===== src/ldrc_pkg.sv =====
// package: register map, field layout and timing constants of the config bank
package ldrc_pkg;

   // register addresses (8-bit map, 16-bit data)
   localparam logic [7:0] ADDR_GLOBAL_CTRL   = 8'h01;
   localparam logic [7:0] ADDR_CH8_COEF_BASE = 8'hAE;
   localparam logic [7:0] ADDR_CH8_COEF_LAST = 8'hB9;
   localparam logic [7:0] ADDR_EDGE_DELAY    = 8'hBE;
   localparam logic [7:0] ADDR_REF_SELECT    = 8'hF0;
   localparam logic [7:0] ADDR_STATUS        = 8'hF8;

   // field positions
   localparam int UPPER_MAP_BIT     = 4;
   localparam int EN_BIT            = 15;
   localparam int DATA_RISE_LSB     = 8;
   localparam int BITCLK_RISE_LSB   = 5;
   localparam int DATA_FALL_LSB     = 3;
   localparam int BITCLK_FALL_LSB   = 0;

   // reset values
   localparam logic [15:0] RST_REG16 = 16'h0000;
   localparam logic [11:0] RST_COEF  = 12'h000;

   // coefficient count per channel and pipeline latency
   localparam int NUM_COEF      = 12;
   localparam int PIPE_LATENCY  = 12;
   localparam int SAMPLE_WIDTH  = 12;
   localparam int NUM_CH        = 8;

   // clock-detect qualification time
   localparam int CLK_PERIOD_NS    = 100;
   localparam int SE_DETECT_NS     = 800;
   localparam int SE_DETECT_CYCLES = (SE_DETECT_NS + CLK_PERIOD_NS - 1)
                                     / CLK_PERIOD_NS;

   // register bus carrier
   typedef struct packed {
      logic [7:0]  addr;
      logic [15:0] wdata;
      logic        wr;
      logic        rd;
   } ldrc_bus_type;

   // decoded edge-delay settings
   typedef struct packed {
      logic [1:0] data_rise;
      logic [2:0] bitclk_rise;
      logic [1:0] data_fall;
      logic [2:0] bitclk_fall;
   } ldrc_delay_type;

   // clock-detect machine states, gray along the path
   typedef enum logic [1:0] {
      ST_DIFF    = 2'b00,
      ST_QUALIFY = 2'b01,
      ST_SINGLE  = 2'b11
   } ldrc_clk_state_type;

endpackage


===== src/ldrc_pipe.sv =====
// one converter channel's twelve-stage output pipeline
`timescale 1ns/1ps
module ldrc_pipe #(
   parameter int WIDTH = 12,
   parameter int DEPTH = 12
) (
   // clock and reset
   input  wire logic             sys_clk,
   input  wire logic             rst_n,
   // sample in, data out
   input  wire logic [WIDTH-1:0] sample,
   output logic      [WIDTH-1:0] data_out
);
   typedef struct packed {
      logic [DEPTH-1:0][WIDTH-1:0] stage;
   } ldrc_pipe_state_type;

   ldrc_pipe_state_type st;
   ldrc_pipe_state_type next_st;

   // shift one stage per clock edge
   always_comb begin
      next_st = st;
      next_st.stage[0] = sample;
      for (int i = 1; i < DEPTH; i++) begin
         next_st.stage[i] = st.stage[i-1];
      end
   end

   always_ff @(posedge sys_clk or negedge rst_n) begin
      if (!rst_n) begin
         st <= '0;
      end else begin
         st <= next_st;
      end
   end

   assign data_out = st.stage[DEPTH-1];
endmodule


===== src/ldrc_top.sv =====
// edge-delay, reference-select and channel-8 coefficient config bank
// Overview of operation
// [RULE_01] Low 12 bits of each ch8 coefficient register are coefficient n.
// [RULE_02] Custom enable 0 selects built-in, 1 selects custom coefficients.
// [RULE_03] Edge-delay bit 15 gates whether the delay fields take effect.
// [RULE_04] Data delay fields: rise at bits 9:8, fall at bits 4:3.
// [RULE_05] Bit-clock delay fields: rise at bits 7:5, fall at bits 2:0.
// [RULE_06] Host sets upper-map access enable before touching ref select.
// [RULE_07] Reference select resets to internal; 1 selects external.
// [RULE_08] Host writes zero to the low fifteen bits of ref select.
// [RULE_09] External reference powers down internal reference amplifiers.
// [RULE_10] All eight channels sample together on the rising clock edge.
// [RULE_11] Each sample emerges twelve clock cycles after being taken.
// [RULE_12] A single-ended clock is detected alone and biasing switched off.
`timescale 1ns/1ps
module ldrc_top (
   // clock and reset
   input  wire logic                sys_clk,
   input  wire logic                rst_n,
   // register port
   input  wire ldrc_pkg::ldrc_bus_type bus,
   output logic [15:0]              rdata,
   // converter samples, all channels packed
   input  wire logic [95:0]         adc_sample,
   output logic [95:0]              adc_data,
   // clock input pins; only the negative pin is sampled, as a level
   input  wire logic                clock_input_pos,
   input  wire logic                clock_input_neg,
   // analog control outputs
   output logic                     clk_bias_enable,
   output logic                     ref_amp_powerdown,
   output logic                     ext_ref_mode,
   // filter and edge-delay controls
   output logic                     ch8_custom_filter_enable,
   output logic [143:0]             ch8_coef_bus,
   output ldrc_pkg::ldrc_delay_type edge_delay
);
   typedef struct packed {
      logic [15:0]                 rdata;
      logic                        upper_map_access_enable;
      logic                        ch8_custom_filter_enable;
      logic [11:0][11:0]           coef;
      logic [15:0]                 delay_reg;
      logic                        external_reference_select;
      ldrc_pkg::ldrc_delay_type    delay_out;
      logic [2:0]                  det_cnt;
      ldrc_pkg::ldrc_clk_state_type cstate;
      logic                        bias_en;
      logic                        amp_pd;
      logic                        ext_ref;
      logic                        filt_en;
   } ldrc_state_type;

   ldrc_state_type st;
   ldrc_state_type next_st;
   logic [3:0]     coef_idx;
   logic           in_coef;
   logic           neg_low;

   // coefficient index relative to the channel-8 base
   assign coef_idx = 4'(bus.addr - ldrc_pkg::ADDR_CH8_COEF_BASE);
   assign in_coef  = (bus.addr >= ldrc_pkg::ADDR_CH8_COEF_BASE) &&
                     (bus.addr <= ldrc_pkg::ADDR_CH8_COEF_LAST);
   // a grounded negative pin alone marks single-end; the positive pin is not looked at
   assign neg_low  = !clock_input_neg;

   // next-state: register writes, reads and clock detection
   always_comb begin
      next_st = st;
      next_st.rdata = 16'h0000;
      // writes
      if (bus.wr) begin
         if (bus.addr == ldrc_pkg::ADDR_GLOBAL_CTRL) begin
            next_st.upper_map_access_enable =
               bus.wdata[ldrc_pkg::UPPER_MAP_BIT];
         end else if (in_coef) begin
            // one enable shared by all twelve ch8 registers
            next_st.ch8_custom_filter_enable =
               bus.wdata[ldrc_pkg::EN_BIT];                  // [RULE_02]
            next_st.coef[coef_idx] = bus.wdata[11:0];        // [RULE_01]
         end else if (bus.addr == ldrc_pkg::ADDR_EDGE_DELAY) begin
            next_st.delay_reg = bus.wdata & 16'h83FF;
         end else if (bus.addr == ldrc_pkg::ADDR_REF_SELECT &&
                      st.upper_map_access_enable) begin      // [RULE_06]
            // low bits must be zero from the host, so only bit 15 is kept
            next_st.external_reference_select =
               bus.wdata[ldrc_pkg::EN_BIT];                  // [RULE_07]
         end
      end
      // reads, answered in the following cycle
      if (bus.rd) begin
         if (bus.addr == ldrc_pkg::ADDR_GLOBAL_CTRL) begin
            next_st.rdata[ldrc_pkg::UPPER_MAP_BIT] =
               st.upper_map_access_enable;
         end else if (in_coef) begin
            next_st.rdata = {st.ch8_custom_filter_enable, 3'h0,
                             st.coef[coef_idx]};
         end else if (bus.addr == ldrc_pkg::ADDR_EDGE_DELAY) begin
            next_st.rdata = st.delay_reg;
         end else if (bus.addr == ldrc_pkg::ADDR_REF_SELECT &&
                      st.upper_map_access_enable) begin      // [RULE_06]
            next_st.rdata = {st.external_reference_select, 15'h0000};
         end else if (bus.addr == ldrc_pkg::ADDR_STATUS) begin
            next_st.rdata = {14'h0000, st.cstate == ldrc_pkg::ST_SINGLE,
                             st.amp_pd};
         end
      end
      // delay fields take effect only while programmability is enabled
      if (st.delay_reg[ldrc_pkg::EN_BIT]) begin              // [RULE_03]
         next_st.delay_out.data_rise   =
            st.delay_reg[ldrc_pkg::DATA_RISE_LSB +: 2];      // [RULE_04]
         next_st.delay_out.data_fall   =
            st.delay_reg[ldrc_pkg::DATA_FALL_LSB +: 2];      // [RULE_04]
         next_st.delay_out.bitclk_rise =
            st.delay_reg[ldrc_pkg::BITCLK_RISE_LSB +: 3];    // [RULE_05]
         next_st.delay_out.bitclk_fall =
            st.delay_reg[ldrc_pkg::BITCLK_FALL_LSB +: 3];    // [RULE_05]
      end else begin
         next_st.delay_out = '0;
      end
      next_st.ext_ref = st.external_reference_select;
      next_st.amp_pd  = st.external_reference_select;        // [RULE_09]
      next_st.filt_en = st.ch8_custom_filter_enable;         // [RULE_02]
      // single-ended clock detector, no configuration involved
      case (st.cstate)
         ldrc_pkg::ST_DIFF: begin
            next_st.det_cnt = 3'h0;
            if (neg_low) begin
               next_st.cstate = ldrc_pkg::ST_QUALIFY;
            end
         end
         ldrc_pkg::ST_QUALIFY: begin
            if (!neg_low) begin
               next_st.cstate = ldrc_pkg::ST_DIFF;
            end else if (next_st.det_cnt ==
                         3'(ldrc_pkg::SE_DETECT_CYCLES - 1)) begin
               next_st.cstate = ldrc_pkg::ST_SINGLE;         // [RULE_12]
            end else begin
               next_st.det_cnt = st.det_cnt + 3'h1;
            end
         end
         ldrc_pkg::ST_SINGLE: begin
            if (!neg_low) begin
               next_st.cstate = ldrc_pkg::ST_DIFF;
            end
         end
         default: begin
            next_st.cstate = ldrc_pkg::ST_DIFF;
         end
      endcase
      next_st.bias_en = (next_st.cstate != ldrc_pkg::ST_SINGLE); // [RULE_12]
   end

   // state register
   always_ff @(posedge sys_clk or negedge rst_n) begin
      if (!rst_n) begin
         st         <= '0;
         st.bias_en <= 1'b1;
      end else begin
         st <= next_st;
      end
   end

   // every channel pipeline shares the one rising edge
   for (genvar ch = 0; ch < ldrc_pkg::NUM_CH; ch++) begin : g_ch
      ldrc_pipe #(
         .WIDTH (ldrc_pkg::SAMPLE_WIDTH),
         .DEPTH (ldrc_pkg::PIPE_LATENCY)
      ) u_pipe (
         .sys_clk  (sys_clk),
         .rst_n    (rst_n),
         .sample   (adc_sample[ch*12 +: 12]),                // [RULE_10]
         .data_out (adc_data[ch*12 +: 12])                   // [RULE_11]
      );
   end

   // outputs straight from state flops
   assign rdata                    = st.rdata;
   assign clk_bias_enable          = st.bias_en;
   assign ref_amp_powerdown        = st.amp_pd;
   assign ext_ref_mode             = st.ext_ref;
   assign ch8_custom_filter_enable = st.filt_en;
   assign ch8_coef_bus             = st.coef;
   assign edge_delay               = st.delay_out;
endmodule


===== config.mk =====
export PLATFORM = sky130hd
export DESIGN_NAME = ldrc_top
export DESIGN_NICKNAME = d
export VERILOG_FILES = /design/src/ldrc_pkg.sv /design/src/ldrc_pipe.sv /design/src/ldrc_top.sv
export SDC_FILE = /design/constraint.sdc
export NUM_CORES = 1
export LEC_CHECK = 0
export BUFFER_PORTS_ARGS = -buffer_cell sky130_fd_sc_hd__buf_4
export CAP_MARGIN = 20
export CORE_ASPECT_RATIO = 0.7
export CORE_MARGIN = 1.5
export CORE_UTILIZATION = 40
export DETAILED_ROUTE_END_ITERATION = 7
export PLACE_DENSITY = 0.56
export SLEW_MARGIN = 20
export SYNTH_ARGS = -nofsm -noshare
export SYNTH_HDL_FRONTEND = slang
export SYNTH_HIERARCHICAL = 1
export SYNTH_SLANG_ARGS = --single-unit

===== constraint.sdc =====
create_clock -name sys_clk -period 1.99 [get_ports sys_clk]
set_clock_uncertainty 0.1 [all_clocks]
set_input_delay 0.199 -clock sys_clk [delete_from_list [all_inputs] [get_ports sys_clk]]
set_output_delay 0.199 -clock sys_clk [all_outputs]
set_load 0.01 [all_outputs]

==> flow_summary.json <==
{
  "status": "finished, final reports clean",
  "yosys_warnings": 6,
  "grt_pass1_vias": 19080,
  "hold_viol": 0,
  "grt_setup_unrepaired": "false",
  "arrival_ps": 2450,
  "grt_pass1_wl_um": 113000,
  "ys_seq_elements": 1341,
  "start_util_pct": 40.4,
  "place.gp.congestion": 0.862,
  "hp-start": "adc_sample[42]",
  "num_vias": 17054,
  "crit_fanout": 11,
  "drt_first_pass_iters": 5,
  "regArea_um2": 33600,
  "cts.sinks": 1341,
  "max_freq_mhz": 509,
  "ant_nets": 0,
  "drc": 0,
  "p_leak_nw": 23.1,
  "seq_area_frac_synth_pct": 86.5,
  "place_ws_ps": -157,
  "overflow": 0,
  "cts_buffer_depth": 3,
  "finalNetCount": 2664,
  "crit_required_ps": 2470,
  "dpl-instance-area_um2": 42900,
  "synth-edff-count": 0,
  "grt_usage_pct": 15.1,
  "slowest_delay_ps": 590,
  "synth.distinct_cells": 54,
  "fin_crit_sh_pct": 98.8,
  "cp-startpoint": "bus[20]",
  "fin_crit_ps": 1970,
  "htreeDepth": 3,
  "dieArea_um2": 98900,
  "rrSetupSlack_ps": 120,
  "finalSetupViolCount": 0,
  "startpoint_type": "input port",
  "criticalPathCategory": "input port to flop",
  "async_flop_share_pct": 100,
  "ir_drop_uv": 833,
  "ys.flop_type": "dfrtp_1",
  "ctsRootBufferMaster": "clkbuf_16",
  "finalWirelength_um": 72400,
  "end_kind": "flop",
  "slowest_stage": "dlygate4sd3_1",
  "fillers": 7701,
  "cts_made_buffers": 115,
  "multi_input_area_um2": 3710,
  "final_cell_mix": "dfrtp_1 (1,340), buf_4 (483), dlygate4sd3_1 (203), mux2_2 (134), clkbuf_16 (115)",
  "total_power_mw": 54.3,
  "ios": 396,
  "worst_slew_pin_slew_ps": 812,
  "hpwl_um": 46900,
  "drv_slew": 0,
  "critPathTopFamily": "buffers and inverters",
  "p_per_area_nw_per_um2": 1110,
  "die_height_um": 264,
  "hold_class": "input port to flop",
  "postSynthAreaPerCell_um2": 20.2,
  "clk_pin_slew_ps": 60,
  "wl_per_cell_um": 18.6,
  "io_buffers": 388,
  "crit_chain": "buf_4 -> buf_4 -> dlygate4sd3_1 -> nor2_4 -> nand3_2 -> and3_4 -> buf_12 -> mux2_2 -> dlygate4sd3_1",
  "timing.slew.headroom_pct": 45.7,
  "final_common_cell": "dfrtp_1",
  "syn_to_final_growth_pct": 26.3,
  "core_um2": 96000,
  "syn_inst": 1919,
  "holdWs_ps": 58.6,
  "final_util_pct": 51.0,
  "r2r_start": "ch8_coef_bus[133]",
  "vias_per_cell": 4.38,
  "drive_above_1_share_pct": 33.9,
  "crit_buf_inv": 5,
  "die_w_um": 375,
  "first_iter_violations": 983,
  "rows": 95,
  "cts_tree": "built",
  "grt_max_degree": 89,
  "synth_area_um2": 38800,
  "clock_latency_ps": 730,
  "fin_ws_ps": 24.3,
  "antenna_found_initial": 1,
  "finalInstanceArea_um2": 49000,
  "timing.max_cap.violations": 0
}
through the flow:
step	cells	setup TNS, ps
6_report	3895	0
5_1_grt	3895	0
4_1_cts	3893	0
3_5_place_dp	3475	-12900
3_3_place_gp	3475	-11570
2_1_floorplan	1921	0
final timing paths:
kind                                               end  depth (start not counted)
hold / removal              g_ch[3].u_pipe/next_st[18]                          2
max in group asynchronous  g_ch[5].u_pipe/next_st[136]                          3
setup / recovery                                st[35]                          9
min in group asynchronous  g_ch[3].u_pipe/next_st[130]                          3
hold reg to reg             g_ch[7].u_pipe/next_st[87]                          0
setup reg to reg                              rdata[1]                          4
metal layers:
metal,up-vias,global-route usage (%),wire length (um)
li1,7328,-,-
met2,428,22.9,33900
met5,-,0,0
met3,159,5.92,6250
met4,0,5.61,2200
met1,9139,19.7,30000
worst reg2reg max path, stage by stage (launching register included):
cell and delay (ps):
dfrtp_1 450, mux4_2 500, mux2_2 300, a22oi_1 240
o21ai_0 160
synth_stat cells, types with 5 or more instances:
cell type  number  share of area (%)
a22oi_1        22               0.43
nor2b_1         5              0.081
dfrtp_1      1340                 86
nand2_1        20               0.19
mux2_1          6               0.17
clkbuf_1       14               0.14
mux2_2        134                3.9
mux2i_1        32               0.83
o21ai_0         9               0.12
nand3_1        12               0.15
nor2_1         16               0.15
mux2_4         20               0.77
buf_4         182                3.5
buf_6           5               0.15
and2_1         12               0.19
mux4_2         22                1.3
buf_2           7              0.090
final cells by class:
| cell class | instances | share of cell area [%] |
|---|---|---|
| Clock buffer | 176 | 7.07 |
| Clock inverter | 39 | 1.13 |
| Multi-Input combinational cell | 363 | 7.56 |
| Sequential cell | 1341 | 68.4 |
| Timing Repair Buffer | 710 | 12.5 |
| Inverter | 4 | 0.0306 |
| Tap cell | 1261 | 3.22 |
| Antenna cell | 1 | 0.00510 |
cell families (layout without fill, tap and decap cells):
logic type / count (synthesis) / count (layout) / synth area share [%]
adders and majority gates: 3 / 3 / 0.0967
DFF: 1341 / 1341 / 86.5
and+or+nand+nor: 95 / 95 / 1.43
muxes: 216 / 216 / 7.06
other: 1 / 4 / 0.00966
xor gates and xnor gates: 2 / 2 / 0.0451
AOI/OAI and AO/OA: 44 / 44 / 0.822
buffers and inverters: 217 / 929 / 4.05
report_power, final:
part	total [mW]	internal (mW)	switching [mW]	leakage [nW]
Clock	22.8	13.0	9.77	1.98
Combinational	2.38	1.13	1.25	5.11
Sequential	29.1	28.6	0.515	16.0
Total	54.3	42.8	11.5	23.1
registers in the layout, summed over array words and instances (netlist names):
signal and cells:
ext_ref_mode 1, rdata 13, ch8_coef_bus 144, ch8_custom_filter_enable 1, g_ch.u_pipe/next_st 1056, g_ch.u_pipe/data_out 96, clk_bias_enable 1, st 17
edge_delay 10, next_st 2
what timing repair did:
action / in CTS / in global routing
endpoints found under the hold margin: 1608 / 0
gates resized for setup: 0 / 4
hold buffers: 203 / 0
setup endpoints to repair: 0 / 1
setup buffers: 0 / 1
Note: power is estimated with default switching activity, not from simulation.
